File: src/slcd_cfg.svh
// slcd_cfg.svh: register map, field positions, reset values and counts of the lcd drive block
`ifndef SLCD_CFG_SVH
`define SLCD_CFG_SVH
// register byte offsets
`define SLCD_OFS_CLKS   6'h00
`define SLCD_OFS_SUPPLY 6'h04
`define SLCD_OFS_LOWPWR 6'h08
`define SLCD_OFS_MAIN   6'h0C
`define SLCD_OFS_BLINK  6'h10
`define SLCD_OFS_FPEN0  6'h14
`define SLCD_OFS_STATUS 6'h2C
`define SLCD_NUM_FPEN   6
// lcd_clock_select fields
`define SLCD_CLKS_SRC   7
`define SLCD_CLKS_PRESCALE_BY_SIXTEEN 6
`define SLCD_CLKS_ADJ   5:0
// lcd_power_supply_control fields
`define SLCD_SUP_CPEN   7
`define SLCD_SUP_CPMS   6
`define SLCD_SUP_HDRV   5
`define SLCD_SUP_CHARGE_PUMP_CLOCK_ADJUST 4:3
`define SLCD_SUP_BYPASS 2
`define SLCD_SUP_VSEL   1:0
// lcd_low_power_control fields
`define SLCD_LP_WAIT    1
`define SLCD_LP_STATE_A   0
// lcd_main_control fields
`define SLCD_MAIN_EN    7
`define SLCD_MAIN_FCS   5:3
`define SLCD_MAIN_LPW   2
`define SLCD_MAIN_DUTY  1:0
// lcd_blink_control fields
`define SLCD_BLK_EN     7
`define SLCD_BLK_MODE   3
`define SLCD_BLK_RATE   2:0
// field codes and reset value
`define SLCD_VSEL_INT   2'h0
`define SLCD_DUTY_QUAD  2'h3
`define SLCD_RST_REG    8'h00
// divider counts
`define SLCD_PRE_LAST   4'hF
`define SLCD_BLINK_BASE 4'h4
// bus responses
`define SLCD_RESP_OKAY  2'h0
`define SLCD_RESP_SLV   2'h2
`endif

File: src/slcd_pkg.sv
// slcd_pkg.sv: types shared by the lcd drive block
package slcd_pkg;
    // driver state, one-hot
    typedef enum logic [2:0] {
        SLCD_ST_OFF  = 3'h1,
        SLCD_ST_RUN  = 3'h2,
        SLCD_ST_HOLD = 3'h4
    } slcd_state_t;
    // supply and charge-pump controls to the analog part
    typedef struct packed {
        logic       cp_enable;
        logic       cp_tripler;
        logic [1:0] cp_clk_adj;
        logic       high_drive;
        logic       bias_unbuffered;
        logic       bias2_internal;
        logic [1:0] supply_sel;
    } slcd_pwr_t;
    // timing and blanking controls to the waveform generator
    typedef struct packed {
        logic [3:0] bp_select;
        logic       frame_start;
        logic       low_power_wave;
        logic       blank_all;
        logic       blank_selected;
    } slcd_disp_t;
endpackage

File: src/slcd_drive_cfg.sv
// slcd_drive_cfg.sv: register file, clock dividers and pin control of the segment lcd driver
//
// Our own choices: the placing of the registers and the AXI4-Lite interface to the registers.
`timescale 1ns/1ps
`include "slcd_cfg.svh"

module slcd_drive_cfg #(
    parameter int NUM_FP = 41
) (
    // clock and reset
    input  wire logic                i_clk,
    input  wire logic                i_resetn,
    // axi4-lite write channels
    input  wire logic                i_awvalid,
    output logic                     o_awready,
    input  wire logic [5:0]          i_awaddr,
    input  wire logic                i_wvalid,
    output logic                     o_wready,
    input  wire logic [31:0]         i_wdata,
    input  wire logic [3:0]          i_wstrb,
    output logic                     o_bvalid,
    input  wire logic                i_bready,
    output logic [1:0]               o_bresp,
    // axi4-lite read channels
    input  wire logic                i_arvalid,
    output logic                     o_arready,
    input  wire logic [5:0]          i_araddr,
    output logic                     o_rvalid,
    input  wire logic                i_rready,
    output logic [31:0]              o_rdata,
    output logic [1:0]               o_rresp,
    // system state and external lcd reference
    input  wire logic                i_wait_mode,
    input  wire logic                i_state_a_mode,
    input  wire logic                i_ext_ref_tick,
    // glass and analog controls
    output slcd_pkg::slcd_pwr_t      o_pwr,
    output slcd_pkg::slcd_disp_t     o_disp,
    output logic [NUM_FP-1:0]        o_fp_oe,
    output logic [NUM_FP-1:0]        o_fp_owned,
    output logic                     o_bp_oe,
    output logic                     o_active
);

    // reset release and registers
    logic                     rst_meta_reg;
    logic                     rst_n_reg;
    logic [7:0]               clks_reg;
    logic [7:0]               supply_reg;
    logic [7:0]               lowpwr_reg;
    logic [7:0]               main_reg;
    logic [7:0]               blink_reg;
    logic [7:0]               fpen_reg [`SLCD_NUM_FPEN];
    logic [8*`SLCD_NUM_FPEN-1:0] fp_flat;
    logic [NUM_FP-1:0]        fp_en_vec;
    // bus slave state
    logic                     aw_got_reg;
    logic                     w_got_reg;
    logic [5:0]               waddr_reg;
    logic [7:0]               wdata_reg;
    logic                     wstrb_reg;
    logic                     wr_go;
    logic                     wr_do;
    logic [7:0]               rd_val;
    // dividers and sequencing
    slcd_pkg::slcd_state_t    state_reg;
    slcd_pkg::slcd_state_t    state_next;
    logic                     active;
    logic                     lcd_tick;
    logic                     pre_tick;
    logic                     base_tick;
    logic                     phase_tick;
    logic                     frame_tick;
    logic                     blink_flip;
    logic [3:0]               pre_cnt_reg;
    logic [5:0]               adj_cnt_reg;
    logic [7:0]               fdiv_cnt_reg;
    logic [1:0]               bp_idx_reg;
    logic [15:0]              blk_cnt_reg;
    logic                     blink_phase_reg;
    logic [7:0]               fmask;
    logic [15:0]              bmask;

    // aligned word address
    function automatic logic [5:0] word_addr(input logic [5:0] a);
        return {a[5:2], 2'h0};
    endfunction

    // true for any word of the map
    function automatic logic is_mapped(input logic [5:0] a);
        return word_addr(a) <= `SLCD_OFS_STATUS;
    endfunction

    // true for a frontplane enable word
    function automatic logic is_fpen(input logic [5:0] a);
        return word_addr(a) >= `SLCD_OFS_FPEN0 && word_addr(a) < `SLCD_OFS_STATUS;
    endfunction

    // index of a frontplane enable word
    function automatic logic [2:0] fpen_idx(input logic [5:0] a);
        logic [5:0] d;
        d = word_addr(a) - `SLCD_OFS_FPEN0;
        return d[4:2];
    endfunction

    // low-ones mask for a power-of-two divider
    function automatic logic [15:0] pow2_mask(input logic [3:0] s);
        return (16'h1 << s) - 16'h1;
    endfunction

    // reset release through two flops
    always_ff @(posedge i_clk or negedge i_resetn) begin
        if (!i_resetn) begin
            rst_meta_reg <= 1'b0;
            rst_n_reg    <= 1'b0;
        end else begin
            rst_meta_reg <= 1'b1;
            rst_n_reg    <= rst_meta_reg;
        end
    end

    // write channels: address and data taken in either order
    assign o_awready = !aw_got_reg && !o_bvalid;
    assign o_wready  = !w_got_reg && !o_bvalid;
    assign wr_go     = aw_got_reg && w_got_reg;
    assign wr_do     = wr_go && wstrb_reg;

    always_ff @(posedge i_clk or negedge rst_n_reg) begin
        if (!rst_n_reg) begin
            aw_got_reg <= 1'b0;
            waddr_reg  <= 6'h00;
        end else if (i_awvalid && o_awready) begin
            aw_got_reg <= 1'b1;
            waddr_reg  <= i_awaddr;
        end else if (wr_go) begin
            aw_got_reg <= 1'b0;
        end
    end

    always_ff @(posedge i_clk or negedge rst_n_reg) begin
        if (!rst_n_reg) begin
            w_got_reg <= 1'b0;
            wdata_reg <= 8'h00;
            wstrb_reg <= 1'b0;
        end else if (i_wvalid && o_wready) begin
            w_got_reg <= 1'b1;
            wdata_reg <= i_wdata[7:0];
            wstrb_reg <= i_wstrb[0];
        end else if (wr_go) begin
            w_got_reg <= 1'b0;
        end
    end

    // write response, unmapped words answer slverr
    always_ff @(posedge i_clk or negedge rst_n_reg) begin
        if (!rst_n_reg) begin
            o_bvalid <= 1'b0;
            o_bresp  <= `SLCD_RESP_OKAY;
        end else if (wr_go) begin
            o_bvalid <= 1'b1;
            o_bresp  <= is_mapped(waddr_reg) ? `SLCD_RESP_OKAY : `SLCD_RESP_SLV;
        end else if (i_bready) begin
            o_bvalid <= 1'b0;
        end
    end

    // register writes, only byte lane 0 carries data
    always_ff @(posedge i_clk or negedge rst_n_reg) begin
        if (!rst_n_reg) begin
            clks_reg   <= `SLCD_RST_REG;
            supply_reg <= `SLCD_RST_REG;
            lowpwr_reg <= `SLCD_RST_REG;
            main_reg   <= `SLCD_RST_REG;
            blink_reg  <= `SLCD_RST_REG;
            for (int i = 0; i < `SLCD_NUM_FPEN; i++) begin
                fpen_reg[i] <= `SLCD_RST_REG;
            end
        end else if (wr_do) begin
            case (word_addr(waddr_reg))
                `SLCD_OFS_CLKS:   clks_reg   <= wdata_reg;
                `SLCD_OFS_SUPPLY: supply_reg <= wdata_reg;
                `SLCD_OFS_LOWPWR: lowpwr_reg <= wdata_reg;
                `SLCD_OFS_MAIN:   main_reg   <= wdata_reg;
                `SLCD_OFS_BLINK:  blink_reg  <= wdata_reg;
                default: begin
                    if (is_fpen(waddr_reg)) begin
                        fpen_reg[fpen_idx(waddr_reg)] <= wdata_reg;
                    end
                end
            endcase
        end
    end

    // read data selection, reads have no side effects
    always_comb begin
        rd_val = 8'h00;
        case (word_addr(i_araddr))
            `SLCD_OFS_CLKS:   rd_val = clks_reg;
            `SLCD_OFS_SUPPLY: rd_val = supply_reg;
            `SLCD_OFS_LOWPWR: rd_val = lowpwr_reg;
            `SLCD_OFS_MAIN:   rd_val = main_reg;
            `SLCD_OFS_BLINK:  rd_val = blink_reg;
            `SLCD_OFS_STATUS: rd_val = {4'h0, bp_idx_reg, blink_phase_reg, active};
            default: begin
                if (is_fpen(i_araddr)) begin
                    rd_val = fpen_reg[fpen_idx(i_araddr)];
                end
            end
        endcase
    end

    // read channel
    assign o_arready = !o_rvalid;

    always_ff @(posedge i_clk or negedge rst_n_reg) begin
        if (!rst_n_reg) begin
            o_rvalid <= 1'b0;
            o_rdata  <= 32'h0000_0000;
            o_rresp  <= `SLCD_RESP_OKAY;
        end else if (i_arvalid && o_arready) begin
            o_rvalid <= 1'b1;
            o_rdata  <= {24'h00_0000, rd_val};
            o_rresp  <= is_mapped(i_araddr) ? `SLCD_RESP_OKAY : `SLCD_RESP_SLV;
        end else if (i_rready) begin
            o_rvalid <= 1'b0;
        end
    end

    // one enable bit per frontplane pin
    always_comb begin
        for (int i = 0; i < `SLCD_NUM_FPEN; i++) begin
            fp_flat[i*8 +: 8] = fpen_reg[i];
        end
    end
    assign fp_en_vec = fp_flat[NUM_FP-1:0];

    // driver state from enable and low-power states
    always_comb begin
        case (state_reg)
            slcd_pkg::SLCD_ST_OFF,
            slcd_pkg::SLCD_ST_RUN,
            slcd_pkg::SLCD_ST_HOLD: begin
                if (!main_reg[`SLCD_MAIN_EN]) begin
                    state_next = slcd_pkg::SLCD_ST_OFF;
                end else if ((i_wait_mode && lowpwr_reg[`SLCD_LP_WAIT])
                          || (i_state_a_mode && lowpwr_reg[`SLCD_LP_STATE_A])) begin
                    state_next = slcd_pkg::SLCD_ST_HOLD;
                end else begin
                    state_next = slcd_pkg::SLCD_ST_RUN;
                end
            end
            default: state_next = slcd_pkg::SLCD_ST_OFF;
        endcase
    end

    always_ff @(posedge i_clk or negedge rst_n_reg) begin
        if (!rst_n_reg) begin
            state_reg <= slcd_pkg::SLCD_ST_OFF;
        end else begin
            state_reg <= state_next;
        end
    end

    assign active = state_next == slcd_pkg::SLCD_ST_RUN;

    assign lcd_tick  = active && (clks_reg[`SLCD_CLKS_SRC] ? 1'b1 : i_ext_ref_tick);
    assign pre_tick  = lcd_tick && (!clks_reg[`SLCD_CLKS_PRESCALE_BY_SIXTEEN] || pre_cnt_reg == `SLCD_PRE_LAST);
    assign base_tick = pre_tick && adj_cnt_reg >= clks_reg[`SLCD_CLKS_ADJ];

    // clock dividers restart whenever their setting is written
    always_ff @(posedge i_clk or negedge rst_n_reg) begin
        if (!rst_n_reg) begin
            pre_cnt_reg <= 4'h0;
            adj_cnt_reg <= 6'h00;
        end else if (wr_do && word_addr(waddr_reg) == `SLCD_OFS_CLKS) begin
            pre_cnt_reg <= 4'h0;
            adj_cnt_reg <= 6'h00;
        end else begin
            if (lcd_tick) begin
                pre_cnt_reg <= pre_cnt_reg + 4'h1;
            end
            if (base_tick) begin
                adj_cnt_reg <= 6'h00;
            end else if (pre_tick) begin
                adj_cnt_reg <= adj_cnt_reg + 6'h01;
            end
        end
    end

    // frame select divides base clock into backplane phases
    assign fmask      = 8'(pow2_mask({1'b0, main_reg[`SLCD_MAIN_FCS]}));
    assign phase_tick = base_tick && (fdiv_cnt_reg & fmask) == fmask;
    assign frame_tick = phase_tick && bp_idx_reg >= main_reg[`SLCD_MAIN_DUTY];

    // frame divider and backplane index restart on a main write
    always_ff @(posedge i_clk or negedge rst_n_reg) begin
        if (!rst_n_reg) begin
            fdiv_cnt_reg <= 8'h00;
            bp_idx_reg   <= 2'h0;
        end else if (wr_do && word_addr(waddr_reg) == `SLCD_OFS_MAIN) begin
            fdiv_cnt_reg <= 8'h00;
            bp_idx_reg   <= 2'h0;
        end else begin
            if (base_tick) begin
                fdiv_cnt_reg <= fdiv_cnt_reg + 8'h01;
            end
            if (frame_tick) begin
                bp_idx_reg <= 2'h0;
            end else if (phase_tick) begin
                bp_idx_reg <= bp_idx_reg + 2'h1;
            end
        end
    end

    // blink half period counted in base clocks
    assign bmask      = pow2_mask(4'({1'b0, blink_reg[`SLCD_BLK_RATE]}) + `SLCD_BLINK_BASE);
    assign blink_flip = base_tick && (blk_cnt_reg & bmask) == bmask;

    // blink phase, 1 shows segments and 0 blanks them
    always_ff @(posedge i_clk or negedge rst_n_reg) begin
        if (!rst_n_reg) begin
            blk_cnt_reg     <= 16'h0000;
            blink_phase_reg <= 1'b1;
        end else if (!blink_reg[`SLCD_BLK_EN]) begin
            blk_cnt_reg     <= 16'h0000;
            blink_phase_reg <= 1'b1;
        end else if (base_tick) begin
            blk_cnt_reg <= blk_cnt_reg + 16'h0001;
            if (blink_flip) begin
                blink_phase_reg <= !blink_phase_reg;
            end
        end
    end

    // registered supply controls
    always_ff @(posedge i_clk or negedge rst_n_reg) begin
        if (!rst_n_reg) begin
            o_pwr <= '0;
        end else begin
            // pump runs while enabled and driving
            o_pwr.cp_enable       <= supply_reg[`SLCD_SUP_CPEN] && active;
            // mode select ignored on internal supply
            o_pwr.cp_tripler      <= supply_reg[`SLCD_SUP_VSEL] != `SLCD_VSEL_INT
                                     && supply_reg[`SLCD_SUP_CPMS];
            o_pwr.cp_clk_adj      <= supply_reg[`SLCD_SUP_CHARGE_PUMP_CLOCK_ADJUST];
            o_pwr.high_drive      <= supply_reg[`SLCD_SUP_HDRV];
            o_pwr.bias_unbuffered <= supply_reg[`SLCD_SUP_BYPASS];
            // internal supply makes second bias level
            o_pwr.bias2_internal  <= supply_reg[`SLCD_SUP_VSEL] == `SLCD_VSEL_INT;
            o_pwr.supply_sel      <= supply_reg[`SLCD_SUP_VSEL];
        end
    end

    // registered display timing and pin enables
    always_ff @(posedge i_clk or negedge rst_n_reg) begin
        if (!rst_n_reg) begin
            o_disp     <= '0;
            o_fp_oe    <= '0;
            o_fp_owned <= '0;
            o_bp_oe    <= 1'b0;
            o_active   <= 1'b0;
        end else begin
            o_disp.bp_select      <= active ? 4'h1 << bp_idx_reg : 4'h0;
            o_disp.frame_start    <= frame_tick;
            o_disp.low_power_wave <= main_reg[`SLCD_MAIN_LPW];
            // blank all or selected segments in the off half
            o_disp.blank_all      <= blink_reg[`SLCD_BLK_EN] && blink_reg[`SLCD_BLK_MODE]
                                     && !blink_phase_reg;
            o_disp.blank_selected <= blink_reg[`SLCD_BLK_EN] && !blink_reg[`SLCD_BLK_MODE]
                                     && !blink_phase_reg;
            o_fp_oe    <= active ? fp_en_vec : '0;
            // clear bits leave pins to other functions
            o_fp_owned <= fp_en_vec;
            o_bp_oe    <= active;
            o_active   <= active;
        end
    end
endmodule // slcd_drive_cfg

File: config.mk
export PLATFORM = sky130hd
export DESIGN_NAME = slcd_drive_cfg
export DESIGN_NICKNAME = d
export VERILOG_FILES = /design/src/slcd_pkg.sv /design/src/slcd_drive_cfg.sv
export VERILOG_INCLUDE_DIRS = /design/src
export SDC_FILE = /design/constraint.sdc
export NUM_CORES = 1
export LEC_CHECK = 0
export ABC_AREA = 1
export BUFFER_PORTS_ARGS = -buffer_cell sky130_fd_sc_hd__buf_2
export CORE_AREA = 2 2 138 207
export CTS_BUF_LIST = sky130_fd_sc_hd__clkbuf_4
export DETAILED_ROUTE_END_ITERATION = 8
export DIE_AREA = 0 0 140 209
export PLACE_DENSITY_LB_ADDON = 0.3
export SLEW_MARGIN = 20
export SYNTH_ARGS = -nofsm -noshare
export SYNTH_HDL_FRONTEND = slang
export SYNTH_SLANG_ARGS = --single-unit
File: constraint.sdc
create_clock -name i_clk -period 12.3 [get_ports i_clk]
set_input_delay 2.46 -clock i_clk [delete_from_list [all_inputs] [get_ports i_clk]]
set_output_delay 2.46 -clock i_clk [all_outputs]
set_load 0.01 [all_outputs]
==> impl_metrics.xml, run 1 <==
<?xml version="1.0" encoding="UTF-8"?>
<metrics>
  <group name="timing">
    <metric name="post-route-worst-setup-slack" unit="ns">7.79</metric>
    <metric name="setup_viol" unit="">0</metric>
    <metric name="hold_viol_final" unit="">0</metric>
    <metric name="timing.slew.headroom" unit="">0.296</metric>
    <metric name="layout_worst_path_cycle_share" unit="">0.366</metric>
    <metric name="finalMaxSlewViolations" unit="">0</metric>
    <metric name="finalHoldWorstSlack" unit="ns">0.318</metric>
    <metric name="final.setup_skew" unit="ns">0.0364</metric>
    <metric name="worst-slew-pin-transition" unit="ns">1.05</metric>
    <metric name="grt_setup_unrepaired" unit="">false</metric>
    <metric name="final_min_period" unit="ns">4.51</metric>
    <metric name="fmax" unit="MHz">222</metric>
    <metric name="fin_setup_tns" unit="ns">0</metric>
  </group>
  <group name="cts">
    <metric name="clock_tree.buffer_depth" unit="">3</metric>
    <metric name="cts-htree-levels" unit="">2</metric>
    <metric name="cts_resized" unit="">0</metric>
    <metric name="skew_pair_late_insertion_delay" unit="ns">0.73</metric>
    <metric name="postCtsSetupBuffers" unit="">0</metric>
    <metric name="clk_root_buffer_cell" unit="">sky130_fd_sc_hd__clkbuf_4</metric>
    <metric name="clkSinkCount" unit="">251</metric>
    <metric name="clk_pin_slew_worst_paths" unit="ns">0.08</metric>
    <metric name="cts_inserted_buffers" unit="">58</metric>
    <metric name="cts-hold-fix-buffers" unit="">0</metric>
    <metric name="cts_tree" unit="">yes</metric>
  </group>
  <group name="logic_synthesis">
    <metric name="synth_seq_cells" unit="">251</metric>
    <metric name="netlist_top_cells_area" unit="">sky130_fd_sc_hd__dfrtp_1 58%, sky130_fd_sc_hd__nand2_1 7.1%, sky130_fd_sc_hd__nor2_1 5.4%</metric>
    <metric name="synth_area_leader_cell" unit="">sky130_fd_sc_hd__dfrtp_1</metric>
    <metric name="post_synth_num_cell_types" unit="">48</metric>
    <metric name="synthesis.yosys.warnings" unit="">0</metric>
    <metric name="synth_enable_flop_cells" unit="">0</metric>
    <metric name="fraction_of_the_yosys_area_taken_by_sequential_cells" unit="">0.583</metric>
    <metric name="synthesis.area" unit="mm^2">0.0108</metric>
    <metric name="ys_top_cells_by_count" unit="">249 x sky130_fd_sc_hd__dfrtp_1, 203 x sky130_fd_sc_hd__nand2_1, 155 x sky130_fd_sc_hd__nor2_1, 142 x sky130_fd_sc_hd__inv_1, 96 x sky130_fd_sc_hd__o21ai_0</metric>
    <metric name="netlist.area_leader.share" unit="">0.578</metric>
    <metric name="synth_ff_type" unit="">sky130_fd_sc_hd__dfrtp_1</metric>
    <metric name="synth_most_common_cell" unit="">sky130_fd_sc_hd__dfrtp_1</metric>
    <metric name="synthCells" unit="">1158</metric>
    <metric name="synth-async-reset-ratio" unit="">1.00</metric>
    <metric name="synth_area_per_cell" unit="um^2">9.31</metric>
  </group>
  <group name="routing">
    <metric name="drt_first_iter_violations" unit="">566</metric>
    <metric name="drt-pass1-iter-count" unit="">7</metric>
    <metric name="finalWirelength" unit="mm">27.5</metric>
    <metric name="routedWlPerCell" unit="um">16.0</metric>
    <metric name="drt-vias-per-instance" unit="">4.85</metric>
    <metric name="drt_drc_violations_left" unit="">24</metric>
    <metric name="vias" unit="">8330</metric>
    <metric name="postRouteAntennaNets" unit="">0</metric>
  </group>
  <group name="die">
    <metric name="design.die.area" unit="mm^2">0.0293</metric>
    <metric name="num_ports" unit="">200</metric>
    <metric name="rows" unit="">75</metric>
    <metric name="die_h" unit="um">209</metric>
    <metric name="floorplan.core_area" unit="mm^2">0.0277</metric>
    <metric name="die_width" unit="um">140</metric>
    <metric name="initial_utilization" unit="">0.389</metric>
  </group>
  <group name="worst_setup_path">
    <metric name="path_class" unit="">in2reg</metric>
    <metric name="critical_path.startpoint_type" unit="">input pin</metric>
    <metric name="critical_path.endpoint_type" unit="">flop</metric>
    <metric name="timing.critical_path.fanout_max" unit="">28</metric>
    <metric name="slowest_stage" unit="">sky130_fd_sc_hd__xor2_1</metric>
    <metric name="timing.critical_path.cells" unit="">buf_2, inv_1, ha_1, xor2_1, inv_1, o21ai_0, nand2_1, nor2_1, o21ai_0, nand2_1</metric>
    <metric name="critical_path.n_buffers_inverters" unit="">3</metric>
    <metric name="critical_path.top_delay_family" unit="">buffers and inverters</metric>
    <metric name="timing.critical_path.arrival" unit="ns">5.15</metric>
    <metric name="critPathRequiredTime" unit="ns">12.95</metric>
    <metric name="cpPeakStageDelay" unit="ns">0.69</metric>
  </group>
  <group name="pwr">
    <metric name="vdd_drop_max" unit="mV">0.0655</metric>
    <metric name="p_leak" unit="nW">6.42</metric>
    <metric name="power" unit="mW">2.60</metric>
    <metric name="cellPowerDensity" unit="mW/mm^2">209</metric>
  </group>
  <group name="flow_run">
    <metric name="maxCapViolations" unit="">0</metric>
  </group>
  <group name="grt">
    <metric name="grt.total_usage" unit="">0.191</metric>
    <metric name="global_route.overflow_total" unit="">0</metric>
    <metric name="grt_pass1_wl" unit="mm">43.5</metric>
    <metric name="antenna_found_initial" unit="">2</metric>
    <metric name="first_global_vias" unit="">8165</metric>
    <metric name="grt_start_max_net_pins" unit="">76</metric>
  </group>
  <group name="place">
    <metric name="numPortBuffers" unit="">142</metric>
    <metric name="pre_cts_ws" unit="ns">7.17</metric>
    <metric name="detailed_place_hpwl" unit="mm">19.5</metric>
    <metric name="gp_congestion" unit="">0.908</metric>
    <metric name="placed_cell_count" unit="">1610</metric>
  </group>
  <group name="finish">
    <metric name="number_of_fillers_in_the_final_layout" unit="">2701</metric>
    <metric name="syn_to_final_growth" unit="%">15.3</metric>
    <metric name="finish.net_count" unit="">1407</metric>
    <metric name="non_filler_cells_in_the_finished_layout" unit="">1716</metric>
    <metric name="layout-drive-gt1-share" unit="">0.211</metric>
  </group>
  <group name="hold_path">
    <metric name="path_class_of_the_lowest_slack_min_delay_path" unit="">reg2async</metric>
  </group>
  <group name="status">
    <metric name="failing_checks" unit="">design-rule violations</metric>
    <metric name="outcome" unit="">finished with violations</metric>
  </group>
</metrics>
[logic make-up (layout without fill, tap and decap cells)]
kind of cell    count (synthesis)  after routing  synth area share
other cells                     2             29          0.000697
flops                         251            251             0.583
mux                             1              1           0.00104
compound gates                218            218             0.114
xor+xnor                        9              9           0.00731
simple gates                  441            441             0.178
fa+ha+maj                      25             25            0.0290
buf+inv                       211            396            0.0878
[worst reg2reg max path: stages, from the launching register on]
cell	delay, ns
sky130_fd_sc_hd__dfrtp_1	0.55
sky130_fd_sc_hd__inv_1	0.28
sky130_fd_sc_hd__ha_1	0.32
sky130_fd_sc_hd__inv_1	0.09
sky130_fd_sc_hd__nor2_1	0.05
sky130_fd_sc_hd__nand2_1	0.64
sky130_fd_sc_hd__inv_1	0.18
sky130_fd_sc_hd__nor2_1	0.28
sky130_fd_sc_hd__nand2_1	0.13
sky130_fd_sc_hd__o21ai_0	0.17
[final timing paths]
kind | from | to | slack (ns) | cells past startpoint
max | i_araddr[2] | o_rdata[0] | 7.79 | 10
min | rst_n_reg | waddr_reg[5] | 0.32 | 0
max reg2reg | waddr_reg[2] | adj_cnt_reg[2] | 9.51 | 9
min reg2reg | rst_n_reg | waddr_reg[5] | 0.32 | 0
max in group asynchronous | rst_n_reg | o_pwr[4] | 9.86 | 2
min in group i_clk | rst_meta_reg | rst_n_reg | 0.35 | 0
[area by class of cell]
type | count | area [um^2] | share of cell area
clock inverters | 18 | 123 | 0.00986
flip-flops and latches | 251 | 6290 | 0.506
well taps | 346 | 433 | 0.0348
inverters | 146 | 551 | 0.0443
repair buffers | 146 | 741 | 0.0596
diodes | 2 | 5.00 | 0.000403
multi-input cells | 721 | 3650 | 0.293
clock buffers | 86 | 646 | 0.0519
[report_power, final]
group          leakage (nW)  internal (mW)  switching [mW]  total [mW]
Combinational          2.66          0.223           0.480       0.703
Sequential             3.29           1.04           0.171        1.21
Clock                 0.459          0.361           0.324       0.685
[metal layers]
metal	part of all wire	GRT usage	wire length [um]	vias to the layer above
met5	0	0	0	-
met4	0.053	0.105	1460	0
met3	0.053	0.0369	1470	73
met2	0.54	0.354	14700	262
met1	0.36	0.201	9870	3977
li1	-	-	-	4018
[through the flow]
step                 util  instance area (um^2)
floorplan               -                 10900
global placement    0.421                 11700
detailed placement  0.421                 11700
CTS                 0.449                 12400
global route        0.449                 12400
finish              0.449                 12400
[layout by cell type (no fill, tap or decap), drive strengths merged, types with 12 or more instances in the layout]
cell type	count
ha	25
conb	27
nand3	48
o21ai	145
nand2	206
a21oi	52
nor3	13
clkinv	17
o22ai	12
clkbuf	86
nor2	159
dfrtp	249
buf	146
inv	145
Power figures use the tool's default switching activity.
==> run 2, diff against run 1 <==
clock period = 4.2 ns   (was 12.3 ns; I/O delays follow)
==> impl_metrics.xml, run 2 (synthesis results as in run 1) <==
<?xml version="1.0" encoding="UTF-8"?>
<metrics>
  <group name="worst_setup_path">
    <metric name="critical_path.endpoint_type" unit="">flop</metric>
    <metric name="slowest_stage" unit="">sky130_fd_sc_hd__nand2_1</metric>
    <metric name="path_class" unit="">reg2reg</metric>
    <metric name="path_common_cell" unit="">sky130_fd_sc_hd__inv_1</metric>
    <metric name="critPathRequiredTime" unit="ns">4.84</metric>
    <metric name="cpPeakStageDelay" unit="ns">0.63</metric>
    <metric name="timing.critical_path.arrival" unit="ns">3.28</metric>
    <metric name="critical_path.startpoint_type" unit="">flop</metric>
    <metric name="timing.critical_path.cells" unit="">inv_1, ha_1, inv_1, nor2_1, nand2_1, inv_1, nor2_1, nand2_1, o21ai_0</metric>
    <metric name="timing.critical_path.fanout_max" unit="">26</metric>
    <metric name="slack_of_the_worst_reg_to_reg_path" unit="ns">1.56</metric>
  </group>
  <group name="pwr">
    <metric name="vdd_drop_max" unit="mV">0.188</metric>
    <metric name="p_leak" unit="nW">6.42</metric>
    <metric name="cellPowerDensity" unit="mW/mm^2">604</metric>
  </group>
  <group name="cts">
    <metric name="cts-htree-levels" unit="">2</metric>
    <metric name="cts_resized" unit="">0</metric>
    <metric name="clock_tree.buffer_depth" unit="">3</metric>
    <metric name="postCtsSetupBuffers" unit="">0</metric>
    <metric name="cts_tree" unit="">yes</metric>
    <metric name="cts_inserted_buffers" unit="">59</metric>
    <metric name="clkSinkCount" unit="">251</metric>
    <metric name="clk_pin_slew_worst_paths" unit="ns">0.07</metric>
    <metric name="skew_pair_late_insertion_delay" unit="ns">0.72</metric>
    <metric name="clk_root_buffer_cell" unit="">sky130_fd_sc_hd__clkbuf_4</metric>
  </group>
  <group name="timing">
    <metric name="hold_viol_final" unit="">0</metric>
    <metric name="final.setup_skew" unit="ns">0.0450</metric>
    <metric name="fin_setup_tns" unit="ns">0</metric>
    <metric name="layout_worst_path_cycle_share" unit="">0.628</metric>
    <metric name="timing.slew.headroom" unit="">0.286</metric>
    <metric name="grt_setup_unrepaired" unit="">false</metric>
    <metric name="post-route-worst-setup-slack" unit="ns">1.56</metric>
    <metric name="worst-slew-pin-transition" unit="ns">1.07</metric>
    <metric name="setup_viol" unit="">0</metric>
    <metric name="finalMaxSlewViolations" unit="">0</metric>
    <metric name="final_min_period" unit="ns">2.64</metric>
    <metric name="fmax" unit="MHz">379</metric>
  </group>
  <group name="die">
    <metric name="floorplan.core_area" unit="mm^2">0.0277</metric>
    <metric name="initial_utilization" unit="">0.389</metric>
    <metric name="die_h" unit="um">209</metric>
    <metric name="die_width" unit="um">140</metric>
    <metric name="design.die.area" unit="mm^2">0.0293</metric>
    <metric name="num_ports" unit="">200</metric>
    <metric name="rows" unit="">75</metric>
  </group>
  <group name="finish">
    <metric name="number_of_fillers_in_the_final_layout" unit="">2716</metric>
    <metric name="finish.net_count" unit="">1412</metric>
    <metric name="layout-drive-gt1-share" unit="">0.210</metric>
    <metric name="fin_area" unit="mm^2">0.0124</metric>
    <metric name="mostFrequentLayoutCell" unit="">sky130_fd_sc_hd__dfrtp_1</metric>
    <metric name="syn_to_final_growth" unit="%">15.5</metric>
    <metric name="most-common-layout-cells" unit="">248 x sky130_fd_sc_hd__dfrtp_1, 202 x sky130_fd_sc_hd__nand2_1, 155 x sky130_fd_sc_hd__nor2_1</metric>
  </group>
  <group name="place">
    <metric name="dpl_cell_area" unit="mm^2">0.0117</metric>
    <metric name="gp_congestion" unit="">0.900</metric>
    <metric name="pre_cts_ws" unit="ns">1.09</metric>
    <metric name="numPortBuffers" unit="">142</metric>
    <metric name="detailed_place_hpwl" unit="mm">19.6</metric>
  </group>
  <group name="routing">
    <metric name="vias" unit="">8338</metric>
    <metric name="routedWlPerCell" unit="um">16.1</metric>
    <metric name="finalWirelength" unit="mm">27.6</metric>
    <metric name="drt-pass1-iter-count" unit="">8</metric>
    <metric name="drt_first_iter_violations" unit="">567</metric>
    <metric name="drt-vias-per-instance" unit="">4.85</metric>
    <metric name="drt_drc_violations_left" unit="">30</metric>
    <metric name="postRouteAntennaNets" unit="">0</metric>
  </group>
  <group name="grt">
    <metric name="grt.total_usage" unit="">0.190</metric>
    <metric name="antenna_found_initial" unit="">2</metric>
    <metric name="grt_pass1_wl" unit="mm">43.3</metric>
    <metric name="first_global_vias" unit="">8128</metric>
    <metric name="global_route.overflow_total" unit="">0</metric>
    <metric name="grt_start_max_net_pins" unit="">80</metric>
  </group>
  <group name="status">
    <metric name="failing_checks" unit="">design-rule violations</metric>
    <metric name="outcome" unit="">finished with violations</metric>
  </group>
  <group name="flow_run">
    <metric name="maxCapViolations" unit="">0</metric>
  </group>
  <group name="hold_path">
    <metric name="path_class_of_the_lowest_slack_min_delay_path" unit="">in2reg</metric>
  </group>
</metrics>
run 2: cell types whose count changed in the layout (fill, tap and decap cells not counted), moves of 2 or more:
cell,change
sky130_fd_sc_hd__buf_12,+2
sky130_fd_sc_hd__clkinv_2,+4
sky130_fd_sc_hd__inv_2,-2
sky130_fd_sc_hd__clkinv_1,+3
sky130_fd_sc_hd__clkbuf_4,-4
run 2: worst max-delay path: cells and delay by family (launching register included):
family | cells | cell delay (ns)
simple gates | 4 | 1.04
flops | 1 | 0.54
buf+inv | 3 | 0.51
fa+ha+maj | 1 | 0.32
compound gates | 1 | 0.15
run 2: repair_timing:
action | 4_1_cts | 5_1_grt
hold buffers | 1 | 0
endpoints found under the setup margin | 0 | 0
hold endpoints to repair | 2 | 0
run 2: through the flow:
step | cells | utilization | hold WS [ns] | total power, mW
5_1_grt | 1719 | 0.450 | 0.279 | 8.05
6_report | 1720 | 0.450 | 0.307 | 7.52
2_1_floorplan | 1183 | - | 0.331 | 4.83
4_1_cts | 1718 | 0.450 | 0.261 | 7.62
3_5_place_dp | 1613 | 0.423 | 0.339 | 5.66
3_3_place_gp | 1613 | 0.423 | 0.334 | 5.59
run 2: power by group:
group | leakage [nW] | internal (mW) | total (mW) | switching, mW
combinational | 2.69 | 0.660 | 2.06 | 1.40
clock | 0.438 | 0.964 | 1.93 | 0.966
sequential | 3.29 | 3.04 | 3.54 | 0.503
run 2: routing by layer:
layer  wire [um]  part of all wire  track usage
met2       14500              0.53        0.351
met4        1500             0.054        0.106
met3        1440             0.052       0.0376
met5           0                 0            0
met1       10200              0.37        0.202
run 2: final timing paths:
check,from,endpoint,cells past startpoint
setup / recovery,waddr_reg[2],adj_cnt_reg[5],9
hold / removal,i_rready,o_rvalid,2
hold reg to reg,rst_meta_reg,rst_n_reg,0
min in group asynchronous,i_resetn,rst_n_reg,2
max in group asynchronous,rst_n_reg,state_reg[0],1
setup reg to reg,waddr_reg[2],adj_cnt_reg[5],9
run 2: cell type report:
class | count | area (um^2) | share of cell area
Antenna cell | 2 | 5.00 | 0.000402
Clock buffer | 82 | 616 | 0.0494
Clock inverter | 22 | 116 | 0.00935
Inverter | 146 | 551 | 0.0442
Multi-Input combinational cell | 721 | 3640 | 0.293
Sequential cell | 251 | 6290 | 0.505
Tap cell | 346 | 433 | 0.0348
Timing Repair Buffer | 150 | 798 | 0.0641
